`config.mk`:
```
export PLATFORM = sky130hd
export DESIGN_NAME = node_status
export DESIGN_NICKNAME = d
export VERILOG_FILES = /design/src/inc/node_status_pkg.sv /design/src/rtl/node_status.sv
export VERILOG_INCLUDE_DIRS = /design/src /design/src/inc
export SDC_FILE = /design/constraint.sdc
export NUM_CORES = 1
export LEC_CHECK = 0
export BUFFER_PORTS_ARGS = -buffer_cell sky130_fd_sc_hd__buf_2
export CAP_MARGIN = 20
export CORE_AREA = 2 2 119 121
export DETAILED_ROUTE_END_ITERATION = 6
export DIE_AREA = 0 0 121 123
export PLACE_DENSITY = 0.83
export SYNTH_ARGS = -nofsm -noshare
export SYNTH_HDL_FRONTEND = slang
export SYNTH_SLANG_ARGS = --single-unit
```
`constraint.sdc`:
```
create_clock -name core_clk -period 11.9 [get_ports core_clk]
set_input_delay 0.595 -clock core_clk [delete_from_list [all_inputs] [get_ports core_clk]]
set_output_delay 0.595 -clock core_clk [all_outputs]
set_load 0.005 [all_outputs]
```
`src/inc/node_status_params.svh`:
```
// Constants for the fieldbus node status and bit-rate detection block
// Overview of operation
// - After power-up detect the bit rate; succeed only once valid frames are seen.
// - Recognise exactly 125, 250 and 500 kbit/s.
// - Both lamps flicker during bit-rate detection.
// - Without bus voltage take no part on the bus; link lamp off.
// - Node address lies in 0..63, unique, at most 64 slaves.
// - Address 127 is the factory default, meaning unassigned.
// - Revision 01 adopts host-set address at power cycle; later revisions immediately. Revision 01 here only holds it pending; reset clears it.
// - Master may set the address at run time by explicit message.
// - Operational state makes the gateway indicator steady.
// - Unit lamp flashes green in standby with bad or missing configuration.
// - Unit lamp steady green in normal operation.
// - Unit lamp flashes red on a recoverable error.
// - Unit lamp steady red on an unrecoverable fault.
// - Unit lamp flashes green and red alternately during self-test.
// - Link lamp off while offline, address check, or power missing.
// - Link lamp steady green when online with an active connection.
// - Link lamp flashes green when online without communication.
// - Link lamp flashes red when an I/O connection timed out.
// - Fatal network error stops bus traffic; link lamp steady red.
// - Access error gives error state; link lamp flashes green and red.
`ifndef NODE_STATUS_PARAMS_SVH
`define NODE_STATUS_PARAMS_SVH
`define CLK_FREQ_HZ        100000000
`define BLINK_HALF_MS      500
`define BLINK_HALF_CYC     ((`CLK_FREQ_HZ / 1000) * `BLINK_HALF_MS)
`define FLICKER_HALF_MS    50
`define FLICKER_HALF_CYC   ((`CLK_FREQ_HZ / 1000) * `FLICKER_HALF_MS)
`define BIT_NS_125K        8000
`define BIT_NS_250K        4000
`define BIT_NS_500K        2000
`define BIT_CYC_125K       (`BIT_NS_125K / 10)
`define BIT_CYC_250K       (`BIT_NS_250K / 10)
`define BIT_CYC_500K       (`BIT_NS_500K / 10)
`define BIT_TOL_CYC        8
`define FRAMES_TO_LOCK     4
`define ADDR_MAX           6'h3F
`define ADDR_DEFAULT       7'h7F
`define HW_REV_FIRST       8'h01
`define REG_CTRL           12'h000
`define REG_STATUS         12'h004
`define REG_ADDR           12'h008
`define REG_LINK           12'h00C
`define REG_UNIT           12'h010
`define CTRL_SELFTEST      0
`define CTRL_FATAL         1
`define CTRL_RECOV         2
`define CTRL_CFG_OK        3
`define CTRL_OPER          4
`define CTRL_CONN          5
`define CTRL_TMO           6
`define CTRL_ACCESS        7
`define CTRL_NETFATAL      8
`define CTRL_DUPCHK        9
`endif

```
`src/inc/node_status_pkg.sv`:
```
// Types for the fieldbus node status and bit-rate detection block
package node_status_pkg;
    typedef enum logic [1:0] {RATE_NONE, RATE_125K, RATE_250K, RATE_500K} rate_type;
    typedef enum logic [2:0] {LAMP_OFF, LAMP_GREEN, LAMP_RED, LAMP_GREEN_FLASH,
                              LAMP_RED_FLASH, LAMP_ALT_FLASH, LAMP_FLICKER} lamp_mode_type;
    typedef struct packed {
        logic green;
        logic red;
    } lamp_type;
    typedef struct packed {
        logic        sel;
        logic [1:0]  htrans;
        logic        hwrite;
        logic [2:0]  hsize;
        logic [31:0] haddr;
    } ahb_req_type;
endpackage

```
`src/rtl/node_status.sv`:
```
// Node status lamps, bit-rate detection and node address handling
`timescale 1ns/1ps
`default_nettype none
`include "node_status_params.svh"
module node_status
    import node_status_pkg::*;
(
    input  wire logic        core_clk,           // Device clock, 100 MHz
    input  wire logic        rst,                // Asynchronous reset, active high
    input  wire logic        hsel,               // AHB-Lite slave select
    input  wire logic [31:0] haddr,              // AHB-Lite address
    input  wire logic [1:0]  htrans,             // AHB-Lite transfer type
    input  wire logic        hwrite,             // AHB-Lite write
    input  wire logic [2:0]  hsize,              // AHB-Lite size
    input  wire logic [31:0] hwdata,             // AHB-Lite write data
    input  wire logic        hready,             // AHB-Lite ready in
    output logic [31:0]      hrdata,             // AHB-Lite read data
    output logic             hreadyout,          // AHB-Lite ready out
    output logic             hresp,              // AHB-Lite response, always OKAY
    input  wire logic        can_rx,             // Bus receive pin
    input  wire logic        bus_power,          // Bus supply voltage present
    input  wire logic [7:0]  hw_revision,        // Hardware revision strap
    input  wire logic        host_addr_valid,    // Host unit presents a new address, pulse
    input  wire logic [6:0]  host_addr,          // Address from host unit
    input  wire logic        master_addr_valid,  // Explicit-message address set, pulse
    input  wire logic [6:0]  master_addr,        // Address from master
    input  wire logic        frame_ok,           // Controller saw a valid frame, pulse
    output logic             bus_enable,         // Node may take part on the bus
    output rate_type         bit_rate,           // Detected bit rate
    output logic [6:0]       node_address,       // Address in use
    output lamp_type         unit_health_lamp,   // Unit health lamp drive
    output lamp_type         link_health_lamp,   // Link health lamp drive
    output logic             gateway_indicator,  // Gateway indicator on host unit
    output logic             gateway_steady      // Gateway indicator steady, not flashing
);
    // Pin synchronisers
    logic [1:0] rx_sync_q;
    logic [1:0] pwr_sync_q;
    logic       rx_s;
    logic       pwr_s;
    always_ff @(posedge core_clk or posedge rst) begin
        if (rst) begin
            rx_sync_q  <= 2'h3;
            pwr_sync_q <= 2'h0;
        end else begin
            rx_sync_q  <= {rx_sync_q[0], can_rx};
            pwr_sync_q <= {pwr_sync_q[0], bus_power};
        end
    end
    assign rx_s  = rx_sync_q[1];
    assign pwr_s = pwr_sync_q[1];

    // Register bus
    ahb_req_type req_q;
    logic [9:0]  ctrl_q;
    logic        wr_go;
    logic        rd_go;
    assign hreadyout = 1'b1;
    assign hresp     = 1'b0;
    always_ff @(posedge core_clk or posedge rst) begin
        if (rst) begin
            req_q <= '0;
        end else if (hready) begin
            req_q <= '{sel: hsel & htrans[1], htrans: htrans, hwrite: hwrite, hsize: hsize, haddr: haddr};
        end else begin
            req_q.sel <= 1'b0;
        end
    end
    assign wr_go = req_q.sel & req_q.hwrite;
    assign rd_go = hsel & htrans[1] & ~hwrite & hready;

    // Bit-rate detection by dominant pulse width
    logic [9:0]  width_q;
    logic        rx_prev_q;
    logic [9:0]  min_q;
    rate_type    cand_q;
    rate_type    rate_q;
    logic [2:0]  frames_q;
    logic        locked;
    assign locked = (rate_q != RATE_NONE);
    always_ff @(posedge core_clk or posedge rst) begin
        if (rst) begin
            rx_prev_q <= 1'b1;
            width_q   <= '0;
            min_q     <= 10'h3FF;
        end else begin
            rx_prev_q <= rx_s;
            if (!rx_s) begin
                width_q <= (width_q == 10'h3FF) ? width_q : width_q + 10'h001;
            end else begin
                width_q <= '0;
                if (!rx_prev_q && width_q < min_q && width_q > 10'h0) begin
                    min_q <= width_q;
                end
            end
        end
    end
    function automatic rate_type classify(input logic [9:0] w);
        rate_type r;
        r = RATE_NONE;
        if (w + 10'(`BIT_TOL_CYC) >= 10'(`BIT_CYC_125K) && w <= 10'(`BIT_CYC_125K + `BIT_TOL_CYC)) begin
            r = RATE_125K;
        end else if (w + 10'(`BIT_TOL_CYC) >= 10'(`BIT_CYC_250K) && w <= 10'(`BIT_CYC_250K + `BIT_TOL_CYC)) begin
            r = RATE_250K;
        end else if (w + 10'(`BIT_TOL_CYC) >= 10'(`BIT_CYC_500K) && w <= 10'(`BIT_CYC_500K + `BIT_TOL_CYC)) begin
            r = RATE_500K;
        end
        return r;
    endfunction
    always_ff @(posedge core_clk or posedge rst) begin
        if (rst) begin
            cand_q   <= RATE_NONE;
            rate_q   <= RATE_NONE;
            frames_q <= '0;
        end else if (!locked) begin
            cand_q <= classify(min_q);
            if (frame_ok && cand_q != RATE_NONE) begin
                if (frames_q == 3'(`FRAMES_TO_LOCK - 1)) begin
                    rate_q <= cand_q;
                end
                frames_q <= frames_q + 3'h1;
            end
        end
    end
    assign bit_rate = rate_q;

    // Node address
    logic [6:0] addr_q;
    logic [6:0] pend_q;
    logic       rev_first_q;
    logic       rev_taken_q;
    function automatic logic addr_ok(input logic [6:0] a);
        return (a <= {1'b0, `ADDR_MAX}) || (a == `ADDR_DEFAULT);
    endfunction
    always_ff @(posedge core_clk or posedge rst) begin
        if (rst) begin
            rev_first_q <= 1'b0;
            rev_taken_q <= 1'b0;
        end else if (!rev_taken_q) begin
            rev_first_q <= (hw_revision == `HW_REV_FIRST);
            rev_taken_q <= 1'b1;
        end
    end
    always_ff @(posedge core_clk or posedge rst) begin
        if (rst) begin
            addr_q <= `ADDR_DEFAULT;
            pend_q <= `ADDR_DEFAULT;
        end else begin
            if (wr_go && req_q.haddr[11:0] == `REG_ADDR && addr_ok(hwdata[6:0])) begin
                pend_q <= hwdata[6:0];
                addr_q <= hwdata[6:0];
            end else if (master_addr_valid && addr_ok(master_addr)) begin
                addr_q <= master_addr;
                pend_q <= master_addr;
            end else if (host_addr_valid && addr_ok(host_addr)) begin
                pend_q <= host_addr;
                if (!rev_first_q) begin
                    addr_q <= host_addr;
                end
            end
        end
    end
    assign node_address = addr_q;

    // Common blink timebase
    logic [25:0] blink_cnt_q;
    logic        blink_q;
    logic [22:0] flick_cnt_q;
    logic        flick_q;
    always_ff @(posedge core_clk or posedge rst) begin
        if (rst) begin
            blink_cnt_q <= '0;
            blink_q     <= 1'b0;
        end else if (blink_cnt_q == 26'(`BLINK_HALF_CYC - 1)) begin
            blink_cnt_q <= '0;
            blink_q     <= ~blink_q;
        end else begin
            blink_cnt_q <= blink_cnt_q + 26'h1;
        end
    end
    always_ff @(posedge core_clk or posedge rst) begin
        if (rst) begin
            flick_cnt_q <= '0;
            flick_q     <= 1'b0;
        end else if (flick_cnt_q == 23'(`FLICKER_HALF_CYC - 1)) begin
            flick_cnt_q <= '0;
            flick_q     <= ~flick_q;
        end else begin
            flick_cnt_q <= flick_cnt_q + 23'h1;
        end
    end

    // Control register and lamp modes
    lamp_mode_type unit_mode;
    lamp_mode_type link_mode;
    always_ff @(posedge core_clk or posedge rst) begin
        if (rst) begin
            ctrl_q <= '0;
        end else if (wr_go && req_q.haddr[11:0] == `REG_CTRL) begin
            ctrl_q <= hwdata[9:0];
        end
    end
    always_comb begin
        if (!locked) begin
            unit_mode = LAMP_FLICKER;
        end else if (ctrl_q[`CTRL_FATAL]) begin
            unit_mode = LAMP_RED;
        end else if (ctrl_q[`CTRL_SELFTEST]) begin
            unit_mode = LAMP_ALT_FLASH;
        end else if (ctrl_q[`CTRL_RECOV]) begin
            unit_mode = LAMP_RED_FLASH;
        end else if (!ctrl_q[`CTRL_CFG_OK] || addr_q == `ADDR_DEFAULT) begin
            unit_mode = LAMP_GREEN_FLASH;
        end else begin
            unit_mode = LAMP_GREEN;
        end
    end
    always_comb begin
        if (!locked) begin
            link_mode = LAMP_FLICKER;
        end else if (!pwr_s || ctrl_q[`CTRL_DUPCHK]) begin
            link_mode = LAMP_OFF;
        end else if (ctrl_q[`CTRL_NETFATAL]) begin
            link_mode = LAMP_RED;
        end else if (ctrl_q[`CTRL_ACCESS]) begin
            link_mode = LAMP_ALT_FLASH;
        end else if (ctrl_q[`CTRL_TMO]) begin
            link_mode = LAMP_RED_FLASH;
        end else if (!ctrl_q[`CTRL_CONN]) begin
            link_mode = LAMP_GREEN_FLASH;
        end else begin
            link_mode = LAMP_GREEN;
        end
    end
    function automatic lamp_type drive(input lamp_mode_type m, input logic b, input logic f);
        lamp_type l;
        l = '0;
        case (m)
            LAMP_OFF:         l = '0;
            LAMP_GREEN:       l = '{green: 1'b1, red: 1'b0};
            LAMP_RED:         l = '{green: 1'b0, red: 1'b1};
            LAMP_GREEN_FLASH: l = '{green: b, red: 1'b0};
            LAMP_RED_FLASH:   l = '{green: 1'b0, red: b};
            LAMP_ALT_FLASH:   l = '{green: b, red: ~b};
            LAMP_FLICKER:     l = '{green: f, red: ~f};
            default:          l = '0;
        endcase
        return l;
    endfunction
    always_ff @(posedge core_clk or posedge rst) begin
        if (rst) begin
            unit_health_lamp  <= '0;
            link_health_lamp  <= '0;
            gateway_indicator <= 1'b0;
            gateway_steady    <= 1'b0;
            bus_enable        <= 1'b0;
        end else begin
            unit_health_lamp  <= drive(unit_mode, blink_q, flick_q);
            link_health_lamp  <= drive(link_mode, blink_q, flick_q);
            gateway_steady    <= ctrl_q[`CTRL_OPER];
            gateway_indicator <= ctrl_q[`CTRL_OPER] | blink_q;
            bus_enable        <= pwr_s & ~ctrl_q[`CTRL_NETFATAL];
        end
    end

    // Read data
    always_ff @(posedge core_clk or posedge rst) begin
        if (rst) begin
            hrdata <= '0;
        end else if (rd_go) begin
            case (haddr[11:0])
                `REG_CTRL:   hrdata <= {22'h0, ctrl_q};
                `REG_STATUS: hrdata <= {26'h0, rev_first_q, pwr_s, locked, bus_enable, rate_q};
                `REG_ADDR:   hrdata <= {17'h0, pend_q, 1'b0, addr_q};
                `REG_LINK:   hrdata <= {27'h0, link_health_lamp, link_mode};
                `REG_UNIT:   hrdata <= {27'h0, unit_health_lamp, unit_mode};
                default:     hrdata <= '0;
            endcase
        end
    end
endmodule
`default_nettype wire

```
==> results of run 1 <==
state kept, by name, indices dropped and copies added, names as in the netlist, 10 cells and up:
name / cells
blink_cnt_q: 26
flick_cnt_q: 23
hrdata: 15
req_q: 14
ctrl_q: 10
min_q: 10
width_q: 10
stage by stage:
step	utilization (%)	power (mW)	setup WS [ps]	hold slack, ps
5_1_grt	65.23	1.220	9061	252.5
3_3_place_gp	60.79	0.6618	9246	332.2
2_1_floorplan	-	0.6310	7455	331.2
3_5_place_dp	60.84	0.6659	9265	347.3
4_1_cts	65.02	1.180	9296	252.8
6_report	65.23	1.176	9233	242.1
power breakdown:
| part | internal (mW) | total, mW | switching [mW] |
|---|---|---|---|
| Combinational | 0.0459 | 0.113 | 0.0674 |
| Sequential | 0.526 | 0.549 | 0.0229 |
| Clock | 0.296 | 0.514 | 0.218 |
| Total | 0.868 | 1.18 | 0.308 |
area by class of cell:
class / count / area, µm²
timing repair buffer: 88 / 467.9
clock inverter: 13 / 126.4
tap: 180 / 225.2
sequential: 145 / 3662
fill: 1046 / 4733
multi-input combinational: 565 / 3874
clock buffer: 19 / 442.9
inverter: 20 / 80.08
layer usage:
metal,wire [µm],part of all wire (%),up-vias
met5,0,0,-
met1,7551,43,3083
met4,424,2.4,0
met3,990,5.7,32
li1,-,-,2913
met2,8441,48,202
final timing paths:
| path | slack, ps | endpoint | start | cells after the start |
|---|---|---|---|---|
| max | 9230 | min_q[8]$_DFFE_PP1P_ | min_q[5]$_DFFE_PP1P_ | 6 |
| min | 240 | width_q[3]$_DFFE_PP0P_ | rst | 2 |
| max reg2reg | 9230 | min_q[8]$_DFFE_PP1P_ | min_q[5]$_DFFE_PP1P_ | 6 |
| min reg2reg | 350 | rx_sync_q[1]$_DFF_PP1_ | rx_sync_q[0]$_DFF_PP1_ | 0 |
| max in group asynchronous | 10650 | node_address[0]$_DFFE_PP1P_ | rst | 4 |
| min in group core_clk | 260 | rx_sync_q[0]$_DFF_PP1_ | can_rx | 1 |
cell usage after synthesis, drive strengths merged (19+ instances only):
cell,count,area (µm²)
buf,35,227.7
dfstp,27,709.4
dfrtp,118,2953
inv,20,75.07
nand2,57,216.5
nor2,62,232.7
o21ai,27,142.6
ha,19,237.7
mux2,47,529.3
nand4,25,162.6
xnor2,26,227.7
nor3,33,170.2
nand3,32,172.7
xor2,27,236.5
clkbuf,21,78.83
logic make-up (layout without fill, tap and decap cells):
family	Yosys count	in the layout
xor gates and xnor gates	53	53
and+or+nand+nor	287	287
other	2	20
DFF	145	145
AOI/OAI and AO/OA	124	124
adders and majority gates	19	19
buffers and inverters	76	140
muxes	62	62
==> out/summary.txt, run 1 <==
outcome = complete, but fails checks
failing checks = design-rule violations
CP bufs+invs = 1
count of pins over their slew limit = 0
Placement Rows = 43
largest family of logic cells by synthesized area = simple AND/OR/NAND/NOR gates
die height = 123 µm
critical path cell sequence = inv_1 -> ha_1 -> and2_1 -> o211ai_1 -> o21a_1 -> o311ai_0
placed cell area = 8282 µm²
crit path DAT = 2970 ps
Starting Density = 57.67%
Initial DRC Count = 605
FFs w/ async S/R, synth = 100.0%
Post-Synth XOR/XNOR Area = 5.913%
Resize count post-CTS = 0
Layout Cells excl Fill = 1030
actual slew at the worst max-slew pin = 909.5 ps
TritonRoute pass-1 iters = 7
RSZ-0062 raised after global routing = no
Tcrit/Tclk final = 22.41%
Post-synth top flop = dfrtp_1
fin area = 8879 µm²
register area share after synthesis = 46.65%
Post-CTS Hold Buffers = 0
Port Buf Inserts = 85
final setup fails = 0
critical path type = flop to flop
Die ar. = 14880 µm²
Data required, critical path = 12210 ps
Synth Register Bits = 145
Remaining DRCs = 4
GRT Max-Usage Layer = met2
mux cell area share after synthesis = 8.814%
Peak Freq = 375.0 MHz
Area Overhead vs Synth = 13.10%
commonest non-fill, non-tap cell in the layout = dfrtp_1
total clock buffers created by CTS = 17
initial antenna violation count = 0
IO Pins = 151
Final min period = 2667 ps
Max Root-Sink Buffers = 2
worst skew pair latency = 430 ps
vias in the first global route = 5753
most frequent cells in the layout = dfrtp_1, buf_2, nor2_1
dpl hpwl = 11690 µm
post-synthesis adder-cell area fraction = 3.028%
final WL = 17410 µm
simple-gate share of the synthesized area = 19.30%
Cell Area, Synth = 7850 µm²
crit-path max FO = 12
CTS root buffer = clkbuf_16
leakage = 3.927 nW
Critical Path Sink Type = flop
H-tree lvl count = 4
GR Layer Usage met1 = 31.08%
gr usage total = 23.85%
pin count of the biggest net entering global routing = 84
EDFF count, synth = 0
clk_skew = 7.233 ps
syn_area_per_cell = 10.22 µm²
CP startpoint kind = flop
CP max-delay cell = o211ai_1
clk slew on worst S/H paths = 60 ps
post-synthesis compound-gate area fraction = 11.33%
Vias = 6230
Post-CTS Setup Bufs = 0
cells after synthesis = 768
Worst slew margin = 38.91%
GR Util met2 = 38.87%
clock sinks = 145
Yosys cell types = 65
Pwr Density = 132.5 nW/µm²
Max Cap Viol = 0
ant diodes = 0
met3 Use GR = 5.074%
delay-heaviest family, CP = compound AO/OA/AOI/OAI gates
TritonCTS clock tree = yes
core footprint = 13610 µm²
max incr delay on CP = 660 ps
GPL Wtd Cong = 0.8701
Ys Warns = 0
IR drop worst, VDD = 0.1116 mV
DR WL/cell = 16.90 µm
Final #Nets = 957
grt total ovfl = 0
Tightest Hold Check Type = input pin to asynchronous set/reset pin
first-pass GRT wire length = 28050 µm
Die X = 121 µm
fraction of layout cells with a size suffix above 1 = 24.24%
Final TNS setup = 0 ps
Fin. Hold Viols = 0
Via density = 6.049
Routed Antenna Nets = 0
Cells after DPL = 997
No activity file was read; power rests on OpenSTA's default activity.
==> run 2: changes to the inputs <==
Settings changed: CORE_AREA 2 2 119 121 to 2 2 128 130, DIE_AREA 0 0 121 123 to 0 0 130 132, PLACE_DENSITY 0.83 to 0.76.
Clock period 11.9 ns to 2.16 ns, I/O delays scaled along.
==> run 2 against run 1 <==
Global-route usage down 2.6 points. Critical path depth stayed put. Power grew to 5.5 times the previous value. The run now ends clean. Register-to-register slack worse by 9100 ps. Via count increased by 2.2%. Combinational power increased to 6.2 times the previous value. Cell area rose by 6.4%. Hold slack got worse by 64 ps. Cell count rose by 9.1%. Non-clock buffer count up 58.
==> out/summary.txt, run 2 (synthesis results as in run 1) <==
outcome = completed
Pwr Density = 689.9 nW/µm² (+420%)
Vias = 6364 (+2.2%)
register name with the most flops = blink_cnt_q
max FFs per register = 26 (unchanged)
final setup fails = 0 (unchanged)
Via density = 5.662 (-6.4%)
Final TNS setup = 0 ps (unchanged)
RSZ-0062 raised after global routing = no
WL met3 = 831 µm (-16%)
worst r2r dst = min_q[4]$_DFFE_PP1P_
IR drop worst, VDD = 0.5716 mV (+410%)
Max Root-Sink Buffers = 2 (unchanged)
Layout Cells excl Fill = 1124 (+9.1%)
Final min period = 2026 ps (-641.1 ps)
placed cell area = 8557 µm² (+3.3%)
worst skew pair latency = 420 ps (about the same)
Worst R2R Setup Slack = 130 ps (-9100 ps)
dpl hpwl = 12110 µm (+3.6%)
highest metal used = met4
clk slew on worst S/H paths = 60 ps (about the same)
final WL = 17800 µm (+2.2%)
vias in the first global route = 6109 (+6.2%)
r2r startpoint = min_q[3]$_DFFE_PP1P_
Cells after DPL = 1060 (+6.3%)
Critical Path Sink Type = flop
Die X = 130 µm (+7.4%)
Tightest Hold Check Type = input pin to flop
CP startpoint kind = flop
DR WL/cell = 15.83 µm (-6.3%)
Area Overhead vs Synth = 20.31%
DRT met1 WL = 8004 µm (+6.0%)
worst reg-to-reg path cell count = 6 (unchanged)
GPL Wtd Cong = 0.8550 (-1.7%)
Worst slew margin = 48.45% (+9.5 points)
Initial DRC Count = 463 (-23%)
Remaining DRCs = 0 (-4)
Die ar. = 17160 µm² (+15%)
IO Pins = 151 (unchanged)
gr usage total = 21.22% (-2.6 points)
core footprint = 15710 µm² (+15%)
most frequent cells in the layout = dfrtp_1, buf_2, nor2_1
Port Buf Inserts = 85 (unchanged)
crit-path max FO = 11 (-1)
fin area = 9444 µm² (+6.4%)
met2 WL post-DR = 8520 µm (+0.94%)
clock sinks = 145 (unchanged)
initial antenna violation count = 0 (unchanged)
max incr delay on CP = 640 ps (-20 ps)
Routed Antenna Nets = 0 (unchanged)
critical path cell sequence = inv_1 -> ha_1 -> nand2_1 -> o21a_1 -> o21a_2 -> o311ai_0
TritonRoute pass-1 iters = 5 (-2)
ant diodes = 0 (unchanged)
grt total ovfl = 0 (unchanged)
die height = 132 µm (+7.3%)
Min-Delay Path Depth = 2
pin count of the biggest net entering global routing = 146 (+74%)
critical path type = flop to flop
Max Cap Viol = 0 (unchanged)
actual slew at the worst max-slew pin = 773.2 ps (-136.3 ps)
Fin. Hold Viols = 0 (unchanged)
Data required, critical path = 2460 ps (-9750 ps)
count of pins over their slew limit = 0 (unchanged)
Tcrit/Tclk final = 93.79% (+71 points)
Peak Freq = 493.6 MHz (+32%)
leakage = 4.205 nW (+7.1%)
TritonCTS clock tree = yes
fraction of layout cells with a size suffix above 1 = 25.99% (+1.8 points)
Starting Density = 49.96% (-7.7 points)
clk_skew = 8.325 ps (+1.092 ps)
total clock buffers created by CTS = 17 (unchanged)
Final #Nets = 1015 (+6.1%)
first-pass GRT wire length = 29410 µm (+4.9%)
Placement Rows = 46 (+7.0%)
WHS Endpoint = req_q[11]$_DFFE_PP0P_
hold_sp = hready
commonest non-fill, non-tap cell in the layout = dfrtp_1
CP max-delay cell = dfstp_2
CTS root buffer = clkbuf_16
crit path DAT = 2330 ps (-640 ps)
Regs by FF count = blink_cnt_q x26, flick_cnt_q x23, hrdata x15
H-tree lvl count = 4 (unchanged)
run 2: changes by cell type in the layout (fill, tap and decap cells not counted), sizes merged:
cell and change:
buf +28, dlygate4sd3 +30, inv -1, clkinv +1
run 2: what timing repair did:
item	CTS	global route
resized for setup	0	10
hold endpoints to repair	146	0
setup endpoints to repair	0	11
setup buffers	0	2
hold buffers	30	0
run 2: worst max-delay path, delay by kind of cell (launching register included):
kind | cells | cell delay (ps)
buffers and inverters | 1 | 120
and+or+nand+nor | 1 | 50
AOI/OAI and AO/OA | 3 | 800
DFF | 1 | 640
adders and majority gates | 1 | 300
run 2: metal layers:
metal | vias to the layer above | track usage, %
met4 | 0 | 8.423
met3 | 34 | 4.058
met2 | 187 | 34.50
met1 | 3107 | 27.85
li1 | 3036 | -
met5 | - | 0
run 2: final cells by class:
type / count / area, µm²
Fill cell: 1288 / 6269
Multi-Input combinational cell: 565 / 3886
Sequential cell: 145 / 3662
Timing Repair Buffer: 146 / 983.4
Clock buffer: 19 / 432.9
Tap cell: 216 / 270.3
Clock inverter: 13 / 130.1
Inverter: 20 / 78.83
run 2: how the worst max path moves through the flow:
stage / end / startpoint / slack (ps)
3_5_place_dp: min_q[3]$_DFFE_PP1P_ / min_q[3]$_DFFE_PP1P_ / 40
3_3_place_gp: cand_q[1]$_DFFE_PP0N_ / min_q[3]$_DFFE_PP1P_ / 110
2_1_floorplan: min_q[4]$_DFFE_PP1P_ / min_q[7]$_DFFE_PP1P_ / 4
5_1_grt: cand_q[0]$_DFFE_PP0N_ / min_q[3]$_DFFE_PP1P_ / 8
6_report: min_q[4]$_DFFE_PP1P_ / min_q[3]$_DFFE_PP1P_ / 130
4_1_cts: cand_q[1]$_DFFE_PP0N_ / min_q[3]$_DFFE_PP1P_ / 30
run 2: metrics by stage:
| step | power (mW) | utilization [%] | worst slack [ps] | hold WS, ps |
|---|---|---|---|---|
| finish | 6.515 | 60.11 | 134.2 | 177.8 |
| global route | 6.793 | 60.11 | 7.590 | 185.0 |
| CTS | 6.563 | 59.95 | 30.30 | 161.9 |
| detailed placement | 3.709 | 54.46 | 44.15 | 215.5 |
| global placement | 3.686 | 54.46 | 112.9 | 219.1 |
| floorplan | 3.478 | - | 4.085 | 112.5 |
run 2: power by group:
group / internal [mW] / switching (mW)
clock network: 1.61 / 1.19
registers: 2.90 / 0.125
logic: 0.314 / 0.383
